File: src/hdl/soae_cfg.svh
// constants for the single operand execution block
// assumes inclusion by bare name from the package and the top module
`ifndef SOAE_CFG_SVH
`define SOAE_CFG_SVH

// instruction word fields
`define SOAE_BW_BIT        15
`define SOAE_QUAD_HI       14
`define SOAE_QUAD_LO       13
`define SOAE_OPC_HI        12
`define SOAE_OPC_LO        9
`define SOAE_SEL_HI        8
`define SOAE_SEL_LO        5
`define SOAE_ADDR_HI       4
`define SOAE_ADDR_LO       0

// quadrants
`define SOAE_QUAD_TWO_OP   2'h0
`define SOAE_QUAD_RAM      2'h2
`define SOAE_QUAD_NONRAM   2'h3

// source / source-destination select codes
`define SOAE_SEL_RAM_ACC   4'h0
`define SOAE_SEL_RAM_Y     4'h2
`define SOAE_SEL_RAM_FLG   4'h3
`define SOAE_SEL_ACC       4'h4
`define SOAE_SEL_DATA      4'h6
`define SOAE_SEL_IMM       4'h7
`define SOAE_SEL_ZERO      4'h8
`define SOAE_SEL_DZE       4'h9
`define SOAE_SEL_DSE       4'ha
`define SOAE_SEL_RAM_RAM   4'hb

// two operand destination codes (r = ram word, s = accumulator)
`define SOAE_TWO_DST_ACC   4'h0
`define SOAE_TWO_DST_Y     4'h8
`define SOAE_TWO_DST_RAM   4'he

// non-ram destination codes
`define SOAE_DST_Y         5'h00
`define SOAE_DST_ACC       5'h01
`define SOAE_DST_FLG       5'h04
`define SOAE_DST_ACC_FLG   5'h05

// condition flag bit positions
`define SOAE_FLG_Z         0
`define SOAE_FLG_C         1
`define SOAE_FLG_N         2
`define SOAE_FLG_V         3
`define SOAE_FLG_LOW_HI    3
`define SOAE_FLG_ALL_HI    7

// reset values and ram word count
`define SOAE_FLG_RST       8'h00
`define SOAE_WORD_RST      16'h0000
`define SOAE_RAM_WORDS     32

`endif

File: src/hdl/soae_pkg.sv
// types for the single operand execution block
// assumes soae_cfg.svh is on the include path
package soae_pkg;
`include "soae_cfg.svh"

   typedef struct packed {
      logic       word_mode;
      logic [1:0] quad;
      logic [3:0] opcode;
      logic [3:0] sel;
      logic [4:0] addr;
   } soae_instr_t;

   typedef enum logic [3:0] {
      SOAE_OP_SUBR  = 4'h0,
      SOAE_OP_SUBRC = 4'h1,
      SOAE_OP_SUBS  = 4'h2,
      SOAE_OP_SUBSC = 4'h3,
      SOAE_OP_ADD   = 4'h4,
      SOAE_OP_ADDC  = 4'h5,
      SOAE_OP_AND   = 4'h6,
      SOAE_OP_NAND  = 4'h7,
      SOAE_OP_EXOR  = 4'h8,
      SOAE_OP_NOR   = 4'h9,
      SOAE_OP_OR    = 4'ha,
      SOAE_OP_EXNOR = 4'hb,
      SOAE_OP_PASS  = 4'hc,
      SOAE_OP_COMP  = 4'hd,
      SOAE_OP_INC   = 4'he,
      SOAE_OP_NEG   = 4'hf
   } soae_op_t;

   typedef struct packed {
      logic [15:0] res;
      logic        v;
      logic        n;
      logic        c;
      logic        z;
   } soae_alu_t;

   typedef struct packed {
      logic to_acc;
      logic to_ram;
      logic to_flg;
      logic valid;
   } soae_dest_t;

endpackage

File: src/hdl/soae_alu_exec.sv
// single operand instruction path with two operand flag handling
// assumes instructions arrive synchronous to clk from a microcode store
`timescale 1ns/1ps
`include "soae_cfg.svh"

module soae_alu_exec (
   input  wire logic        clk,
   input  wire logic        nrst,
   input  wire logic        instr_valid,
   input  wire logic [15:0] instr,
   input  wire logic [15:0] data_in,
   input  wire logic [15:0] imm_in,
   input  wire logic        y_oe_n,
   output logic      [15:0] y_out,
   output logic             y_drive_n,
   output logic      [15:0] accumulator,
   output logic      [7:0]  condition_flags
);

   soae_pkg::soae_instr_t ins;
   soae_pkg::soae_op_t    op;
   soae_pkg::soae_alu_t   alu;
   soae_pkg::soae_dest_t  dst;

   logic [15:0] ram_r [`SOAE_RAM_WORDS];
   logic [15:0] ram_nxt [`SOAE_RAM_WORDS];
   logic [15:0] acc_r;
   logic [15:0] acc_nxt;
   logic [7:0]  flg_r;
   logic [7:0]  flg_nxt;
   logic [15:0] y_r;
   logic [15:0] y_nxt;
   logic        ydrv_n_r;
   logic [15:0] src_a;
   logic [15:0] src_b;
   logic [15:0] ram_word;
   logic        ydrv_n_nxt;

   // source mux shared by both single operand formats
   function automatic logic [15:0] pick_src(input logic [3:0]  sel,
                                            input logic [15:0] ram,
                                            input logic [15:0] acc,
                                            input logic [15:0] d,
                                            input logic [15:0] imm);
      logic [15:0] s;
      s = `SOAE_WORD_RST;
      case (sel)
         `SOAE_SEL_ACC:  s = acc;
         `SOAE_SEL_DATA: s = d;
         `SOAE_SEL_IMM:  s = imm;
         `SOAE_SEL_ZERO: s = `SOAE_WORD_RST;
         `SOAE_SEL_DZE:  s = {8'h00, d[7:0]};
         `SOAE_SEL_DSE:  s = {{8{d[7]}}, d[7:0]};
         default:        s = ram;
      endcase
      return s;
   endfunction

   // adder with width-correct carry and overflow for byte or word
   function automatic soae_pkg::soae_alu_t add3(input logic        word,
                                                input logic [15:0] a,
                                                input logic [15:0] b,
                                                input logic        cin);
      soae_pkg::soae_alu_t o;
      logic [16:0] w;
      logic [8:0]  bt;
      w = {1'b0, a} + {1'b0, b} + {16'h0000, cin};
      bt = {1'b0, a[7:0]} + {1'b0, b[7:0]} + {8'h00, cin};
      o.res = word ? w[15:0] : {8'h00, bt[7:0]};
      if (word) begin
         o.c = w[16];
         o.v = (a[15] == b[15]) && (w[15] != a[15]);
      end else begin
         o.c = bt[8];
         o.v = (a[7] == b[7]) && (bt[7] != a[7]);
      end
      o.n = word ? o.res[15] : o.res[7];
      o.z = word ? (o.res == 16'h0000) : (o.res[7:0] == 8'h00);
      return o;
   endfunction

   // logic result: v and c forced low
   function automatic soae_pkg::soae_alu_t logic_res(input logic        word,
                                                     input logic [15:0] r);
      soae_pkg::soae_alu_t o;
      // byte mode shows only the low byte, as the adder path does
      o.res = word ? r : {8'h00, r[7:0]};
      o.v = 1'b0;
      o.c = 1'b0;
      o.n = word ? r[15] : r[7];
      o.z = word ? (r == 16'h0000) : (r[7:0] == 8'h00);
      return o;
   endfunction

   // field split
   always_comb begin
      ins.word_mode = instr[`SOAE_BW_BIT];
      ins.quad      = instr[`SOAE_QUAD_HI:`SOAE_QUAD_LO];
      ins.opcode    = instr[`SOAE_OPC_HI:`SOAE_OPC_LO];
      ins.sel       = instr[`SOAE_SEL_HI:`SOAE_SEL_LO];
      ins.addr      = instr[`SOAE_ADDR_HI:`SOAE_ADDR_LO];
      op            = soae_pkg::soae_op_t'(ins.opcode);
      ram_word      = ram_r[ins.addr];
   end

   // destination decode per quadrant
   always_comb begin
      dst = '0;
      if (instr_valid) begin
         unique case (ins.quad)
            `SOAE_QUAD_RAM: begin
               if (op >= soae_pkg::SOAE_OP_PASS) begin
                  dst.valid = 1'b1;
                  case (ins.sel)
                     `SOAE_SEL_RAM_ACC: begin
                        dst.to_acc = 1'b1;
                     end
                     `SOAE_SEL_RAM_Y:   ;
                     `SOAE_SEL_RAM_FLG: begin
                        dst.to_flg = 1'b1;
                     end
                     `SOAE_SEL_RAM_RAM: begin
                        dst.to_ram = 1'b1;
                     end
                     `SOAE_SEL_ACC, `SOAE_SEL_DATA, `SOAE_SEL_IMM,
                     `SOAE_SEL_ZERO, `SOAE_SEL_DZE, `SOAE_SEL_DSE:
                        dst.to_ram = 1'b1;
                     default: dst.valid = 1'b0;
                  endcase
               end
            end
            `SOAE_QUAD_NONRAM: begin
               if (op >= soae_pkg::SOAE_OP_PASS) begin
                  case (ins.sel)
                     `SOAE_SEL_ACC, `SOAE_SEL_DATA, `SOAE_SEL_IMM,
                     `SOAE_SEL_ZERO, `SOAE_SEL_DZE, `SOAE_SEL_DSE:
                        dst.valid = 1'b1;
                     default: dst.valid = 1'b0;
                  endcase
                  case (ins.addr)
                     `SOAE_DST_Y:       ;
                     `SOAE_DST_ACC:     dst.to_acc = 1'b1;
                     `SOAE_DST_FLG:     dst.to_flg = 1'b1;
                     `SOAE_DST_ACC_FLG: begin
                        dst.to_acc = 1'b1;
                        dst.to_flg = 1'b1;
                     end
                     default: dst.valid = 1'b0;
                  endcase
               end
            end
            `SOAE_QUAD_TWO_OP: begin
               if (op < soae_pkg::SOAE_OP_PASS) begin
                  dst.valid = 1'b1;
                  case (ins.sel)
                     `SOAE_TWO_DST_ACC: dst.to_acc = 1'b1;
                     `SOAE_TWO_DST_Y:   ;
                     `SOAE_TWO_DST_RAM: dst.to_ram = 1'b1;
                     default: dst.valid = 1'b0;
                  endcase
               end
            end
            default: ;
         endcase
      end
   end

   // operation: single operand on src_a, two operand r = ram, s = acc
   always_comb begin
      src_a = pick_src(ins.sel, ram_word, acc_r, data_in, imm_in);
      src_b = (ins.quad == `SOAE_QUAD_TWO_OP) ? acc_r : src_a;
      unique case (op)
         soae_pkg::SOAE_OP_PASS:  alu = logic_res(ins.word_mode, src_a);
         soae_pkg::SOAE_OP_COMP:  alu = logic_res(ins.word_mode, ~src_a);
         soae_pkg::SOAE_OP_INC:   alu = add3(ins.word_mode, src_a, 16'h0000, 1'b1);
         soae_pkg::SOAE_OP_NEG:   alu = add3(ins.word_mode, ~src_a, 16'h0000, 1'b1);
         soae_pkg::SOAE_OP_SUBR:  alu = add3(ins.word_mode, src_b, ~ram_word, 1'b1);
         soae_pkg::SOAE_OP_SUBRC: alu = add3(ins.word_mode, src_b, ~ram_word,
                                             flg_r[`SOAE_FLG_C]);
         soae_pkg::SOAE_OP_SUBS:  alu = add3(ins.word_mode, ram_word, ~src_b, 1'b1);
         soae_pkg::SOAE_OP_SUBSC: alu = add3(ins.word_mode, ram_word, ~src_b,
                                             flg_r[`SOAE_FLG_C]);
         soae_pkg::SOAE_OP_ADD:   alu = add3(ins.word_mode, ram_word, src_b, 1'b0);
         soae_pkg::SOAE_OP_ADDC:  alu = add3(ins.word_mode, ram_word, src_b,
                                             flg_r[`SOAE_FLG_C]);
         soae_pkg::SOAE_OP_AND:   alu = logic_res(ins.word_mode, ram_word & src_b);
         soae_pkg::SOAE_OP_NAND:  alu = logic_res(ins.word_mode, ~(ram_word & src_b));
         soae_pkg::SOAE_OP_EXOR:  alu = logic_res(ins.word_mode, ram_word ^ src_b);
         soae_pkg::SOAE_OP_NOR:   alu = logic_res(ins.word_mode, ~(ram_word | src_b));
         soae_pkg::SOAE_OP_OR:    alu = logic_res(ins.word_mode, ram_word | src_b);
         soae_pkg::SOAE_OP_EXNOR: alu = logic_res(ins.word_mode, ~(ram_word ^ src_b));
      endcase
   end

   // next state of every destination
   always_comb begin
      acc_nxt = acc_r;
      flg_nxt = flg_r;
      y_nxt   = y_r;
      for (int i = 0; i < `SOAE_RAM_WORDS; i++) begin
         ram_nxt[i] = ram_r[i];
      end
      if (dst.valid) begin
         // y shows the raw result; byte mode leaves its upper half zero
         y_nxt = alu.res;
         if (dst.to_acc) begin
            acc_nxt = ins.word_mode ? alu.res : {acc_r[15:8], alu.res[7:0]};
         end
         if (dst.to_ram) begin
            ram_nxt[ins.addr] = ins.word_mode ? alu.res
                                              : {ram_word[15:8], alu.res[7:0]};
         end
         if (dst.to_flg) begin
            // flags as destination: direct load wins over computed flags
            if (ins.word_mode) begin
               flg_nxt = alu.res[`SOAE_FLG_ALL_HI:0];
            end else begin
               flg_nxt[`SOAE_FLG_LOW_HI:0] = alu.res[`SOAE_FLG_LOW_HI:0];
            end
         end else begin
            // link and user flags in the upper nibble are not touched here; only a word-mode flag load writes them
            flg_nxt[`SOAE_FLG_V] = alu.v;
            flg_nxt[`SOAE_FLG_N] = alu.n;
            flg_nxt[`SOAE_FLG_C] = alu.c;
            flg_nxt[`SOAE_FLG_Z] = alu.z;
         end
      end
   end

   // working registers are plain flops so every word clears on reset
   generate
      for (genvar g = 0; g < `SOAE_RAM_WORDS; g++) begin : g_ram
         always_ff @(posedge clk or negedge nrst) begin
            if (!nrst) begin
               ram_r[g] <= `SOAE_WORD_RST;
            end else begin
               ram_r[g] <= ram_nxt[g];
            end
         end
      end
   endgenerate

   // drive flag trails the enable by a cycle so the pin comes from a flop
   always_comb begin
      ydrv_n_nxt = y_oe_n;
   end

   always_ff @(posedge clk or negedge nrst) begin
      if (!nrst) begin
         acc_r <= `SOAE_WORD_RST;
      end else begin
         acc_r <= acc_nxt;
      end
   end

   always_ff @(posedge clk or negedge nrst) begin
      if (!nrst) begin
         flg_r <= `SOAE_FLG_RST;
      end else begin
         flg_r <= flg_nxt;
      end
   end

   // y keeps the last result even while the bus is released
   always_ff @(posedge clk or negedge nrst) begin
      if (!nrst) begin
         y_r <= `SOAE_WORD_RST;
      end else begin
         y_r <= y_nxt;
      end
   end

   always_ff @(posedge clk or negedge nrst) begin
      if (!nrst) begin
         ydrv_n_r <= 1'b1;
      end else begin
         ydrv_n_r <= ydrv_n_nxt;
      end
   end

   assign y_out           = y_r;
   assign y_drive_n       = ydrv_n_r;
   assign accumulator     = acc_r;
   assign condition_flags = flg_r;

endmodule // soae_alu_exec

File: config.mk
export PLATFORM = sky130hd
export DESIGN_NAME = soae_alu_exec
export DESIGN_NICKNAME = d
export VERILOG_FILES = /design/src/hdl/soae_pkg.sv /design/src/hdl/soae_alu_exec.sv
export VERILOG_INCLUDE_DIRS = /design/src /design/src/hdl
export SDC_FILE = /design/constraint.sdc
export NUM_CORES = 2
export LEC_CHECK = 0
export BUFFER_PORTS_ARGS = -buffer_cell sky130_fd_sc_hd__buf_2
export CORE_UTILIZATION = 55
export DETAILED_ROUTE_END_ITERATION = 16
export PLACE_DENSITY_LB_ADDON = 0.25
export RECOVER_POWER = 50
export SLEW_MARGIN = 20
export SYNTH_ARGS = -nofsm -noshare
export SYNTH_HDL_FRONTEND = slang
export SYNTH_SLANG_ARGS = --single-unit
File: constraint.sdc
create_clock -name clk -period 14.8 [get_ports clk]
set_clock_uncertainty 0.1 [all_clocks]
set_input_delay 2.22 -clock clk [delete_from_list [all_inputs] [get_ports clk]]
set_output_delay 2.22 -clock clk [all_outputs]
set_load 0.005 [all_outputs]
==> flow_metrics.tcl <==
set metrics [dict create \
    status "finished with violations" \
    violations "capacitance limit, slew limit" \
    root_buffer "clkbuf_16" \
    fp.dieW_um 253.8 \
    p_leak_nw 17.37 \
    cts.clk_slew.worst_paths_ns 0.07 \
    antenna_left 0 \
    crit_path_end_kind "flip-flop" \
    synth-edff-count 0 \
    synthesis.nets 3923 \
    antenna_found_initial 3 \
    grt_max_degree 187 \
    cts_sinks 553 \
    slew_violations 493 \
    dieArea_um2 64430 \
    min_from "ram_r[322]" \
    drive_gt1_share_pct 16.61 \
    cp-start-kind "input port" \
    numPortBuffers 92 \
    arrival_ns 11.61 \
    r2r_start "ram_r[323]" \
    slew_headroom_pct -273.9 \
    syn_inst 3794 \
    gp_congestion 1.118 \
    grt_pass1_wl_um 195400 \
    cts_resized 0 \
    synthFlopType "dfrtp_1" \
    multi_input_area_um2 19700 \
    worst_pin_slew_ns 5.609 \
    fin_crit_ns 11.25 \
    seq_area_um2 13840 \
    synth_area_um2 34880 \
    first_pass_iters 8 \
    core_area_um2 62170 \
    remaining_drc_errors 0 \
    die_h_um 253.8 \
    worstHoldPathType "reg2reg" \
    synth_cell_types 110 \
    crit_start "instr[1]" \
    drt-total-wl_um 132300 \
    final-instance-count-excl-fill 4648 \
    worstSetupPathType "in2reg" \
    dp_cells 4533 \
    finalCritPeriodShare_pct 75.99 \
    num_rows 91 \
    ioPinCount 93 \
    setup_viol 0 \
    num-fill-cells 5333 \
    grt-ovfl-total 0 \
    p_per_area_nw_per_um2 124.0 \
    final_common_cell "dfrtp_1" \
    required_ns 15.16 \
    cts_htree_levels 2 \
    cts_setup_buffers 0 \
    grt.total_usage_pct 41.03 \
    cts_hold_buf 0 \
    fmax_mhz 88.92 \
    clkLatencyLatePin_ns 0.66 \
    mostFrequentLayoutCells "dfrtp_1 (552), nand2_1 (487), nor2_1 (322)" \
    hold_viol_final 0 \
    async_flop_share_pct 100.0 \
    fin_nets 3888 \
    ir_drop_mv 0.1067 \
    cap_violations 6 \
    worstRegToRegCells 17 \
    worst-path-max-fanout 70 \
    tritoncts "done" \
    grt_pass1_vias 29860 \
    setup-tns-final_ns 0 \
    vias 31720 \
    start_util_pct 56.11 \
    area_delta_synth_final_pct 9.523 \
    vias_per_cell 6.824 \
    syn_area_per_cell_um2 9.194 \
    yosysSeqAreaShare_pct 39.68 \
    ys_seq_elements 553 \
    cts_buffers 58 \
    synth_warnings 0 \
    wl_per_cell_um 28.47 \
    rsz0062_at_grt "false" \
    clk_path_buf_depth 3 \
    drt_iter0_drc 4237 \
    hold_path_depth 2 \
    dp_hpwl_um 91930 \
]
-- through the flow --
step           area, um^2  utilization [%]  power [mW]  worst slack (ns)  hold slack, ns
4_1_cts             38220            61.48       4.663             4.025          0.3777
2_1_floorplan       34880                -       2.532             6.241          0.3409
3_3_place_gp        36070            58.01       3.037             3.537          0.3572
6_report            38200            61.45       4.738             3.554          0.3760
5_1_grt             38190            61.44       4.870             2.163          0.3939
3_5_place_dp        36070            58.01       3.034             3.363          0.3618
-- flip-flops by register name (all words and copies together) (netlist names) --
register,count
accumulator,16
condition_flags,8
ram_r,512
y_out,16
y_drive_n,1
-- cells in the mapped netlist (18+ instances only) --
cell type / instances / area share (%)
a211oi_1: 20 / 0.43
a21oi_1: 287 / 4.1
a221oi_1: 21 / 0.53
a22oi_1: 123 / 2.6
a31oi_1: 19 / 0.34
buf_2: 44 / 0.63
buf_4: 28 / 0.60
clkbuf_1: 193 / 2.1
dfrtp_1: 552 / 40
ha_1: 74 / 2.7
inv_1: 70 / 0.75
mux2_2: 256 / 8.3
mux2i_1: 245 / 7.0
mux4_2: 21 / 1.4
nand2_1: 487 / 5.2
nand2b_1: 25 / 0.45
nand3_1: 83 / 1.2
nand4_1: 39 / 0.70
nor2_1: 330 / 3.6
nor2b_1: 23 / 0.41
nor3_1: 70 / 1.0
nor4_1: 36 / 0.65
o211ai_1: 28 / 0.60
o21a_1: 21 / 0.45
o21ai_0: 193 / 2.8
o21ai_1: 21 / 0.30
o22ai_1: 34 / 0.61
or2_2: 18 / 0.32
or3_1: 18 / 0.32
xnor2_1: 74 / 1.9
xor2_1: 29 / 0.73
-- final timing paths --
path	endpoint	slack [ns]
max reg2reg	ram_r[429]	6.09
max in group asynchronous	ram_r[64]	3.96
min in group asynchronous	ram_r[508]	3.55
max	ram_r[429]	3.55
min	ram_r[322]	0.38
min reg2reg	ram_r[322]	0.38
-- where the power goes --
group | internal (mW) | total, mW | switching, mW
combinational | 0.440 | 1.53 | 1.09
clock | 0.984 | 1.64 | 0.657
sequential | 1.54 | 1.56 | 0.0250
total | 2.96 | 4.74 | 1.78
-- worst max-delay path: stages --
cell	delay, ns
buf_8	0.55
buf_4	0.81
mux4_2	0.41
o21ai_0	0.78
o41ai_1	0.28
nand2_1	0.40
o21ai_0	0.25
ha_1	0.81
a21oi_1	0.26
o21ai_0	0.95
nand2_1	0.35
a311oi_1	0.89
or4b_1	0.35
nor2_1	0.10
xnor2_1	0.18
a32o_1	0.31
a211oi_1	0.54
o211a_2	0.87
o21ai_0	0.19
-- cells by family (layout without fill, tap and decap cells) --
family,Yosys count,in the layout,synth area share [%]
XOR/XNOR,104,104,2.651
multiplexers,522,522,16.65
AND/OR/NAND/NOR,1236,1236,16.41
other,0,5,0
buffers and inverters,363,375,4.480
AO/OA/AOI/OAI,939,939,17.31
flip-flops,553,553,39.68
adder cells (fa/ha/maj),77,77,2.827
-- layer usage --
metal	track usage [%]	up-vias	wire [um]
met4	28.93	0	11110
met2	60.99	2030	57250
met1	51.38	15430	49190
li1	-	13640	-
met5	0	-	0
met3	11.74	619	14780
-- area by class of cell --
class / instances / area share (%)
multi-input combinational: 2878 / 51.55
sequential: 553 / 36.23
clock buffer: 73 / 4.208
timing repair buffer: 190 / 3.029
tap: 837 / 2.741
clock inverter: 34 / 1.438
inverter: 78 / 0.7729
antenna: 5 / 0.03275
(Power assumes the default switching activity.)
